--- src/lisa_pkg.sv ---
package lisa_pkg;

    // ------------------------------------------------------------------
    // register map
    // ------------------------------------------------------------------
    localparam logic [7:0] ADDR_CODE_LOW   = 8'h02;
    localparam logic [7:0] ADDR_CODE_HIGH  = 8'h03;
    localparam logic [7:0] ADDR_SYNC_ADJ   = 8'h04;
    localparam logic [7:0] ADDR_PART_REV   = 8'h05;
    localparam logic [7:0] RESET_BYTE      = 8'h00;
    localparam logic [7:0] UNMAPPED_BYTE   = 8'h00;

    // ------------------------------------------------------------------
    // field positions and widths
    // ------------------------------------------------------------------
    localparam int HIGH_USED_BITS  = 6;
    localparam int HSYNC_SEL_LSB   = 0;
    localparam int VSYNC_SEL_LSB   = 3;
    localparam int SEL_BITS        = 3;
    localparam int SWAP_BIT        = 6;
    localparam int ADJ_USED_BITS   = 7;
    localparam int DATA_BITS       = 14;
    localparam int CRC_BITS        = 6;
    localparam int CODE_BITS       = 20;
    localparam int SYNC_MAX_DELAY  = 7;

    // ------------------------------------------------------------------
    // line numbers, crc and chroma phases
    // ------------------------------------------------------------------
    localparam int              LINE_BITS      = 10;
    localparam logic [9:0]      LINE_FIRST     = 10'h001;
    localparam logic [9:0]      LINE_ID_LINE   = 10'h014;
    localparam logic [9:0]      WIDESCREEN_LINE = 10'h017;
    localparam logic [5:0]      CRC_SEED       = 6'h3F;
    localparam logic [1:0]      PHASE_CB       = 2'h0;
    localparam logic [1:0]      PHASE_CR       = 2'h2;

    // crc over the 14 data bits, lowest code bit first, x^6 + x + 1
    function automatic logic [5:0] lisa_crc6(input logic [13:0] data);
        logic [5:0] crc;
        logic       fb;
        crc = CRC_SEED;
        for (int i = 0; i < DATA_BITS; i++) begin
            fb  = data[i] ^ crc[5];
            crc = {crc[4:1], crc[0] ^ fb, fb};
        end
        return crc;
    endfunction

endpackage

--- src/lisa_sync_delay.sv ---
`timescale 1ns/1ps

// delays a synchronised sync level by a selectable count of system clocks
module lisa_sync_delay #(
    parameter int MAX_DELAY = 7
) (
    input  wire logic                         clock_in,
    input  wire logic                         rst_n_in,
    input  wire logic                         level_in,
    input  wire logic [$clog2(MAX_DELAY+1)-1:0] sel_in,
    output logic                              level_out
);
    import lisa_pkg::*;

    logic [MAX_DELAY:1] taps;
    logic [MAX_DELAY:0] tap_view;

    // ------------------------------------------------------------------
    // tap chain
    // ------------------------------------------------------------------
    // one flop per tap from 1 up; tap 0 is level_in itself, and the output flop keeps selection glitch free
    always_ff @(posedge clock_in or negedge rst_n_in) begin
        if (!rst_n_in) begin
            taps <= '0;
        end else begin
            taps <= {taps[MAX_DELAY-1:1], level_in};
        end
    end

    assign tap_view = {taps, level_in};

    // output register keeps the data output from a flop; adds one fixed cycle
    always_ff @(posedge clock_in or negedge rst_n_in) begin
        if (!rst_n_in) begin
            level_out <= 1'b0;
        end else begin
            level_out <= tap_view[sel_in];
        end
    end

endmodule

--- src/lisa_regs.sv ---
`timescale 1ns/1ps

module lisa_regs #(
    parameter logic [5:0] PART_CODE = 6'h2A,  // arbitrary value
    parameter logic [1:0] REV_CODE  = 2'h1    // arbitrary value
) (
    input  wire logic                         clock_in,
    input  wire logic                         rst_n_in,
    input  wire logic                         reg_wr_in,
    input  wire logic                         reg_rd_in,
    input  wire logic [7:0]                   reg_addr_in,
    input  wire logic [7:0]                   reg_wdata_in,
    output logic      [7:0]                   reg_rdata_out,
    input  wire logic                         tv_standard_select_in,
    input  wire logic                         line_id_code_en_in,
    input  wire logic                         widescreen_signal_en_in,
    input  wire logic                         external_sync_in,
    input  wire logic                         hsync_in,
    input  wire logic                         vsync_in,
    input  wire logic [7:0]                   pixel_in,
    output logic                              hsync_adj_out,
    output logic                              vsync_adj_out,
    output logic      [7:0]                   pixel_out,
    output logic                              code_insert_out,
    output logic      [lisa_pkg::CODE_BITS-1:0] code_word_out
);
    import lisa_pkg::*;

    logic                   rst_meta, rst_n;
    logic [7:0]             code_low, wss_low;
    logic [5:0]             code_high, wss_high;
    logic [6:0]             sync_adjust;
    logic                   wss_pending;
    logic                   hs_meta, hs_sync, vs_meta, vs_sync;
    logic [7:0]             pix_meta, pix_sync;
    logic                   hs_prev, vs_prev, hs_rise, vs_rise;
    logic [LINE_BITS-1:0]   line_cnt, next_line;
    logic                   ntsc_on, pal_on, at_target, wss_load;
    logic [DATA_BITS-1:0]   ntsc_data;
    logic [CODE_BITS-1:0]   next_word;
    logic [7:0]             pix_sh [0:4];
    logic [1:0]             phase_new, phase_d1, phase_d2;
    logic                   wr_low, wr_high;

    // ------------------------------------------------------------------
    // reset release and pin synchronisers
    // ------------------------------------------------------------------
    // reset asserts at once but releases on the clock to avoid recovery races
    always_ff @(posedge clock_in or negedge rst_n_in) begin
        if (!rst_n_in) begin
            rst_meta <= 1'b0;
            rst_n    <= 1'b0;
        end else begin
            rst_meta <= 1'b1;
            rst_n    <= rst_meta;
        end
    end

    // first stage feeds only the second stage
    always_ff @(posedge clock_in or negedge rst_n) begin
        if (!rst_n) begin
            hs_meta  <= 1'b0;
            hs_sync  <= 1'b0;
            vs_meta  <= 1'b0;
            vs_sync  <= 1'b0;
            pix_meta <= RESET_BYTE;
            pix_sync <= RESET_BYTE;
        end else begin
            hs_meta  <= hsync_in;
            hs_sync  <= hs_meta;
            vs_meta  <= vsync_in;
            vs_sync  <= vs_meta;
            pix_meta <= pixel_in;
            pix_sync <= pix_meta;
        end
    end

    // ------------------------------------------------------------------
    // register file
    // ------------------------------------------------------------------
    assign wr_low  = reg_wr_in && (reg_addr_in == ADDR_CODE_LOW);
    assign wr_high = reg_wr_in && (reg_addr_in == ADDR_CODE_HIGH);

    // data bytes are stored in every mode; reserved high bits are dropped
    always_ff @(posedge clock_in or negedge rst_n) begin
        if (!rst_n) begin
            code_low    <= RESET_BYTE;
            code_high   <= '0;
            sync_adjust <= '0;
        end else if (reg_wr_in) begin
            if (wr_low) code_low <= reg_wdata_in;
            if (wr_high) code_high <= reg_wdata_in[HIGH_USED_BITS-1:0];
            if (reg_addr_in == ADDR_SYNC_ADJ) begin
                sync_adjust <= reg_wdata_in[ADJ_USED_BITS-1:0];
            end
        end
    end

    // read data from a flop; unmapped offsets answer zero
    always_ff @(posedge clock_in or negedge rst_n) begin
        if (!rst_n) begin
            reg_rdata_out <= RESET_BYTE;
        end else if (reg_rd_in) begin
            case (reg_addr_in)
                ADDR_CODE_LOW:  reg_rdata_out <= code_low;
                ADDR_CODE_HIGH: reg_rdata_out <= {2'h0, code_high};
                ADDR_SYNC_ADJ:  reg_rdata_out <= {1'b0, sync_adjust};
                ADDR_PART_REV:  reg_rdata_out <= {REV_CODE, PART_CODE};
                default:        reg_rdata_out <= UNMAPPED_BYTE;
            endcase
        end
    end

    // ------------------------------------------------------------------
    // widescreen staging
    // ------------------------------------------------------------------
    // the high byte write marks a whole word; a new write beats the clear
    always_ff @(posedge clock_in or negedge rst_n) begin
        if (!rst_n) begin
            wss_pending <= 1'b0;
            wss_low     <= RESET_BYTE;
            wss_high    <= '0;
        end else begin
            if (wss_load) begin
                wss_low  <= code_low;
                wss_high <= code_high;
            end
            if (wr_high) wss_pending <= 1'b1;
            else if (wss_load) wss_pending <= 1'b0;
        end
    end

    // ------------------------------------------------------------------
    // sync delay
    // ------------------------------------------------------------------
    lisa_sync_delay #(.MAX_DELAY(SYNC_MAX_DELAY)) u_hsync_delay (
        .clock_in  (clock_in),
        .rst_n_in  (rst_n),
        .level_in  (hs_sync),
        .sel_in    (sync_adjust[HSYNC_SEL_LSB +: SEL_BITS]),
        .level_out (hsync_adj_out)
    );

    lisa_sync_delay #(.MAX_DELAY(SYNC_MAX_DELAY)) u_vsync_delay (
        .clock_in  (clock_in),
        .rst_n_in  (rst_n),
        .level_in  (vs_sync),
        .sel_in    (sync_adjust[VSYNC_SEL_LSB +: SEL_BITS]),
        .level_out (vsync_adj_out)
    );

    // ------------------------------------------------------------------
    // line counting and code insertion
    // ------------------------------------------------------------------
    // edges only count in external sync mode; free-running timing lives elsewhere
    always_ff @(posedge clock_in or negedge rst_n) begin
        if (!rst_n) begin
            hs_prev  <= 1'b0;
            vs_prev  <= 1'b0;
            line_cnt <= '0;
        end else begin
            hs_prev <= hsync_adj_out;
            vs_prev <= vsync_adj_out;
            if (vs_rise) line_cnt <= LINE_FIRST;
            else if (hs_rise) line_cnt <= next_line;
        end
    end

    assign hs_rise   = external_sync_in && hsync_adj_out && !hs_prev;
    assign vs_rise   = external_sync_in && vsync_adj_out && !vs_prev;
    assign next_line = line_cnt + LINE_FIRST;
    assign ntsc_on   = line_id_code_en_in && !tv_standard_select_in;
    assign pal_on    = widescreen_signal_en_in && tv_standard_select_in;
    assign at_target = hs_rise && !vs_rise &&
                       ((ntsc_on && next_line == LINE_ID_LINE) ||
                        (pal_on && next_line == WIDESCREEN_LINE));
    assign wss_load  = at_target && pal_on && wss_pending;

    // reorder register bits into code bit order, index 0 is code bit 1
    always_comb begin
        for (int i = 0; i < HIGH_USED_BITS; i++) begin
            ntsc_data[i] = code_high[HIGH_USED_BITS-1-i];
        end
        for (int i = 0; i < 8; i++) begin
            ntsc_data[HIGH_USED_BITS+i] = code_low[7-i];
        end
        if (pal_on) begin
            next_word = {6'h00, (wss_load ? {code_high, code_low}
                                          : {wss_high, wss_low})};
        end else begin
            next_word = {lisa_crc6(ntsc_data), ntsc_data};
        end
    end

    // word holds through the whole target line and stays until the next one
    always_ff @(posedge clock_in or negedge rst_n) begin
        if (!rst_n) begin
            code_insert_out <= 1'b0;
            code_word_out   <= '0;
        end else if (hs_rise || vs_rise) begin
            code_insert_out <= at_target;
            if (at_target) code_word_out <= next_word;
        end
    end

    // ------------------------------------------------------------------
    // chroma swap
    // ------------------------------------------------------------------
    // two cycles of latency let a Cr sample move ahead of its Cb partner
    always_ff @(posedge clock_in or negedge rst_n) begin
        if (!rst_n) begin
            for (int i = 0; i < 5; i++) pix_sh[i] <= RESET_BYTE;
            phase_new <= PHASE_CB;
            phase_d1  <= PHASE_CB;
            phase_d2  <= PHASE_CB;
            pixel_out <= RESET_BYTE;
        end else begin
            pix_sh[0] <= pix_sync;
            for (int i = 1; i < 5; i++) pix_sh[i] <= pix_sh[i-1];
            phase_new <= hs_rise ? PHASE_CB : phase_new + 2'h1;
            phase_d1  <= phase_new;
            phase_d2  <= phase_d1;
            if (sync_adjust[SWAP_BIT] && phase_d2 == PHASE_CB) begin
                pixel_out <= pix_sh[0];
            end else if (sync_adjust[SWAP_BIT] && phase_d2 == PHASE_CR) begin
                pixel_out <= pix_sh[4];
            end else begin
                pixel_out <= pix_sh[2];
            end
        end
    end
endmodule

--- config.mk ---
export PLATFORM = sky130hd
export DESIGN_NAME = lisa_regs
export DESIGN_NICKNAME = d
export VERILOG_FILES = /design/src/lisa_pkg.sv /design/src/lisa_sync_delay.sv /design/src/lisa_regs.sv
export SDC_FILE = /design/constraint.sdc
export NUM_CORES = 1
export LEC_CHECK = 0
export BUFFER_PORTS_ARGS = -buffer_cell sky130_fd_sc_hd__buf_2
export CORE_ASPECT_RATIO = 1.5
export CORE_MARGIN = 1.5
export CORE_UTILIZATION = 55
export CTS_BUF_LIST = sky130_fd_sc_hd__clkbuf_8
export DETAILED_ROUTE_END_ITERATION = 10
export GPL_TIMING_DRIVEN = 1
export PLACE_DENSITY = 0.76
export SLEW_MARGIN = 20
export SYNTH_ARGS = -nofsm -noshare
export SYNTH_HDL_FRONTEND = slang
export SYNTH_SLANG_ARGS = --single-unit
--- constraint.sdc ---
create_clock -name clock_in -period 6.6 [get_ports clock_in]
set_clock_uncertainty 0.2 [all_clocks]
set_input_delay 0.66 -clock clock_in [delete_from_list [all_inputs] [get_ports clock_in]]
set_output_delay 0.66 -clock clock_in [all_outputs]
set_load 0.02 [all_outputs]
# Word level (Yosys, flattened, before mapping)
# Index checks and enable logic that the tools add are counted.
# totals
regBits	169
in_bits	34
output_inout_bits	39
wordCells	114
# classes
addsub	2
order_cmp	2
n_eq_ne	7
mux	14
bitwise_logic	27
n_reduce_logical	29
# op_table
cell	n
$pmux 8 s4	1
$xor 1x1->1	22
$eq 10x5->1 const B	2
$mux 10	2
$mux 20	1
$eq 8x2->1 const B	2
$eq 8x3->1 const B	2
$logic_and 1x1->1	16
$mux 8	2
$mux 14	1
$add 10x1->10 const B	1
$lt 3x4->1 const B	2
$reduce_and 2->1	4
$bmux 1 s3	2
$not 1->1	5
$logic_not 1->1	4
$mux 1	4
$reduce_bool 2->1	2
$add 2x1->2 const B	1
$eq 2x2->1 const B	1
$logic_not 2->1	1
$logic_or 1x1->1	2
$mux 2	1

# Longest topological paths before layout
# depth
ltp_word	9
depth_mapped	7
depth_no_buf	6

# Modules after synthesis
# A second synthesis with hierarchy kept.
# unflattened
cells_unflattened	495
area_unflattened_um2	6676.4
# modules_own_cells
module	instances	cells_per_inst	area_each_um2	seq_area_each_um2
lisa_regs	1	473	6148.4	3828.7
lisa_sync_delay	2	11	264.0	200.2

# Worst setup path after synthesis
# OpenSTA, ideal clock, no wires.
# synth_timing
path_kind	input-to-reg
from	input port reg_addr_in[7]
to	register code_high[0]
setup_time_ns	0.128
arrival_ns	2.090
required_time_ns	6.272
path_slack_ns	4.183
path_stages	5
n_path_buf	0
cell_sequence	or4_1 nor2_2 nand2_1 nor3_4 mux2_1
# synth_via
elab_chain_len	3
# synth_rtl
element	line	rtl
start: declaration	lisa_regs.sv:11	input wire logic [7:0] reg_addr_in,
$eq 8x2->1	lisa_regs.sv:82	assign wr_high = reg_wr_in && (reg_addr_in == ADDR_CODE_HIGH);
$logic_and 1x1->1	lisa_regs.sv:82	
$reduce_and 2->1 (no source line)	--	
end signal: assignment	lisa_regs.sv:92	if (wr_high) code_high <= reg_wdata_in[HIGH_USED_BITS-1:0];
end: declaration	lisa_regs.sv:31	logic [5:0] code_high, wss_high;
# No other way between the ends.
# A chain may end at the register's enable or synchronous reset.

# Worst setup path after layout
# layout_timing
from	register line_cnt[0]
to	register code_word_out[19] (netlist name)
# layout_via
elab_chain_len	6
elab_cells_between_ends	8
cone_classes	1 x add/sub; 2 x eq/ne; 5 x reduce/logical
# layout_rtl
element	line	rtl
start: declaration	lisa_regs.sv:37	logic [LINE_BITS-1:0] line_cnt, next_line;
start signal: assignment	lisa_regs.sv:165	else if (hs_rise) line_cnt <= next_line;
$add 10x1->10 *	lisa_regs.sv:171	assign next_line = line_cnt + LINE_FIRST;
$eq 10x5->1 (on tied branches)	lisa_regs.sv:175, lisa_regs.sv:176	
$logic_and 1x1->1 (on tied branches)	lisa_regs.sv:175, lisa_regs.sv:176	
$logic_or 1x1->1 *	lisa_regs.sv:175	((ntsc_on && next_line == LINE_ID_LINE) ||
$logic_and 1x1->1 *	lisa_regs.sv:174	assign at_target = hs_rise && !vs_rise &&
$reduce_and 2->1 (no source line) *	--	
end signal: assignment	lisa_regs.sv:202	if (at_target) code_word_out <= next_word;
end: declaration	lisa_regs.sv:25	output logic [lisa_pkg::CODE_BITS-1:0] code_word_out
# Mark *: on every way between the ends. The rest lies on a longest branch, timed or not.

==> run metrics <==
status=finished clean; synth unique cells=47; die area=12,800 sq um; fin. max-slew vios=0; post-synthesis compound-gate area fraction=5.62%; Power Density=272 nW/um^2; CP cell instances=ha_1 > nor2b_1 > a21oi_1 > o32ai_2 > and4_4 > mux2_1; gpl congestion=0.827; delay-heaviest family, CP=simple AND/OR/NAND/NOR gates; Warnings, synthesis=0; Placed Instance Area=7090 sq um; ys flop type=dfrtp_1; Die Y-Extent=138 um; Synth Area in XOR/XNOR=3.49%; CTS HTree Levels=4; vias in the first global route=3,955; path type of the worst setup path=flip-flop to flip-flop; worst ir drop on vdd=0.192 mV; syn avg cell area=13.8 sq um; relative slew slack=42.1%; IO Port Bufs=72; Static Leak=3.58 nW; origin of the critical flop-to-flop path=line_cnt[0]$_DFFE_PN0N_; fmax=0.376 GHz; EDFF count, synth=0; routed length per instance=15.9 um; Final Non-Filler Cells=716; largest family of logic cells by synthesized area=multiplexers; cts bufs inserted=17; remaining global-route overflow=0; multiplexer area fraction after synthesis=16.9%; period utilisation layout=40.3%; die width=92.9 um; Starting Density=56.0%; crit-path max FO=21; # nets final=587; Final TNS setup=0 ns; Post-Route WL=11,400 um; Post-Syn Area=6660 sq um; root buf cell=clkbuf_8; Tot GR Track Use=20.0%; Mapped Nets=520; CTS tree=yes; final hold violations=0; Seq/Total Area, Yosys=63.5%; final instance area=7500 sq um; share of cells above drive strength 1=29.8%; Synth Area in Simple Gates=6.89%; Clock Tree Buf Depth=2; final setup fails=0; worst-margin pin slew=0.869 ns; Cell Rows=49; Max-Cap Viols=0; hold slack=0.109 ns; P&R area growth vs syn=12.6%; Post-Synth Adder-Cell Area=0.563%; global-route wire length before repair=19,400 um; Via Count=3,808; Setup crit start kind=flip-flop; slowest cell on the critical path=and4_4; unrepaired setup endpoints after global routing=false; number of synthesized register bits=169; r2r setup slk=3.94 ns; CTS sink cnt=169; Clock transition at path regs=0.10 ns; worst hold path class=flip-flop to asynchronous set/reset pin; r2r worst-path depth=6; crit path DAT=2.80 ns; critical path depth=6; # diodes=0; routed vias/inst=5.32; largest net degree at the start of global routing=71; post-route ant nets=0; Top Ports=73; Critical Path RT=6.74 ns; DP Wirelength=7840 um; Worst Setup End Kind=flip-flop; initial drt markers=171; Core Area=11,900 sq um; initial antenna violation count=0; Clock Latency Late Sink=0.45 ns; Max stage delay on crit path=0.56 ns; number of buffers and inverters on the critical path=0; Remaining DRCs=0; Syn Inst Count=483; worst r2r dst=code_word_out[19]$_DFFE_PN0P_; minimum clock period after layout=2.66 ns; first-pass iteration count of the detailed router=4; dpl cells=683; FFs w/ async S/R, synth=100%
==> metrics by stage <==
step	total power, W	worst slack, ns	util, %
2_1_floorplan	0.00129	1.34	-
3_3_place_gp	0.00134	3.77	59.6
3_5_place_dp	0.00135	3.66	59.6
4_1_cts	0.00206	3.94	63.0
5_1_grt	0.00213	3.77	63.0
6_report	0.00204	3.94	63.0
==> area by class of cell <==
type,count,area [sq um]
clock buffer,18,248
fill,925,4400
sequential,169,4230
timing repair buffer,75,385
tap,153,191
clock inverter,14,151
multi-input combinational,272,2230
inverter,15,56.3
==> flip-flops by register name, summed over array words and instances, names as in the netlist, 6 cells and up <==
name,flops
u_vsync_delay.taps,7
sync_adjust,7
reg_rdata_out,8
line_cnt,10
pix_sync,8
pix_meta,8
pix_sh,40
u_hsync_delay.taps,7
wss_high,6
code_high,6
wss_low,8
code_low,8
code_word_out,20
pixel_out,8
==> Yosys cell counts, types with 7 or more instances <==
cell type / count / area share (%)
dfrtp_1: 169 / 63
nand2_1: 38 / 2.1
o21ai_0: 35 / 2.6
mux2i_1: 30 / 4.5
mux2_4: 28 / 6.3
nor2_1: 22 / 1.2
xnor2_1: 22 / 2.9
clkbuf_1: 21 / 1.2
mux2_2: 21 / 3.6
inv_1: 15 / 0.85
nand3_1: 9 / 0.68
mux2_1: 7 / 1.2
o22ai_1: 7 / 0.66
==> cell families (layout without fill, tap and decap cells) <==
| family | after synthesis | count (layout) |
|---|---|---|
| compound gates | 60 | 60 |
| buf+inv | 42 | 122 |
| xor+xnor | 25 | 25 |
| fa+ha+maj | 3 | 3 |
| flops | 169 | 169 |
| simple gates | 93 | 93 |
| other cells | 1 | 1 |
| mux | 90 | 90 |
==> cells in the final DEF, fill, tap and decap left out, types with 18 or more instances in the layout <==
| master | netlist | layout |
|---|---|---|
| buf_2 | 1 | 72 |
| clkbuf_8 | 0 | 18 |
| dfrtp_1 | 169 | 168 |
| mux2_2 | 21 | 21 |
| mux2_4 | 28 | 28 |
| mux2i_1 | 30 | 30 |
| nand2_1 | 38 | 38 |
| nor2_1 | 22 | 22 |
| o21ai_0 | 35 | 35 |
| xnor2_1 | 22 | 22 |
==> per-layer routing <==
metal | GRT usage (%) | up-vias | part of all wire (%)
met4 | 9.60 | 0 | 2.4
li1 | - | 1792 | -
met2 | 32.6 | 92 | 51
met3 | 5.13 | 22 | 4.0
met5 | 0 | - | 0
met1 | 24.9 | 1902 | 42
==> power by group <==
| part | switching [W] | leakage [nW] | internal [W] |
|---|---|---|---|
| combinational | 0.0000863 | 1.24 | 0.0000814 |
| sequential | 0.0000671 | 2.13 | 0.00109 |
| clock | 0.000416 | 0.204 | 0.000294 |
| total | 0.000569 | 3.58 | 0.00147 |
==> repair_timing <==
| item | 4_1_cts | 5_1_grt |
|---|---|---|
| endpoints found under the hold margin | 2 | 0 |
| resized for setup | 0 | 0 |
| buffers inserted | 0 | 0 |
| hold buffers | 1 | 0 |
==> how the worst max path moves through the flow <==
stage,to,startpoint
floorplan,code_high[0]$_DFFE_PN0P_,rst_n$_DFF_PN0_
global placement,wss_low[7]$_DFFE_PN0P_,external_sync_in
detailed placement,wss_low[6]$_DFFE_PN0P_,external_sync_in
CTS,code_word_out[19]$_DFFE_PN0P_,line_cnt[0]$_DFFE_PN0N_
global route,pix_sh[33]$_DFF_PN0_,rst_n$_DFF_PN0_
finish,code_word_out[19]$_DFFE_PN0P_,line_cnt[0]$_DFFE_PN0N_
(Power assumes the default switching activity.)
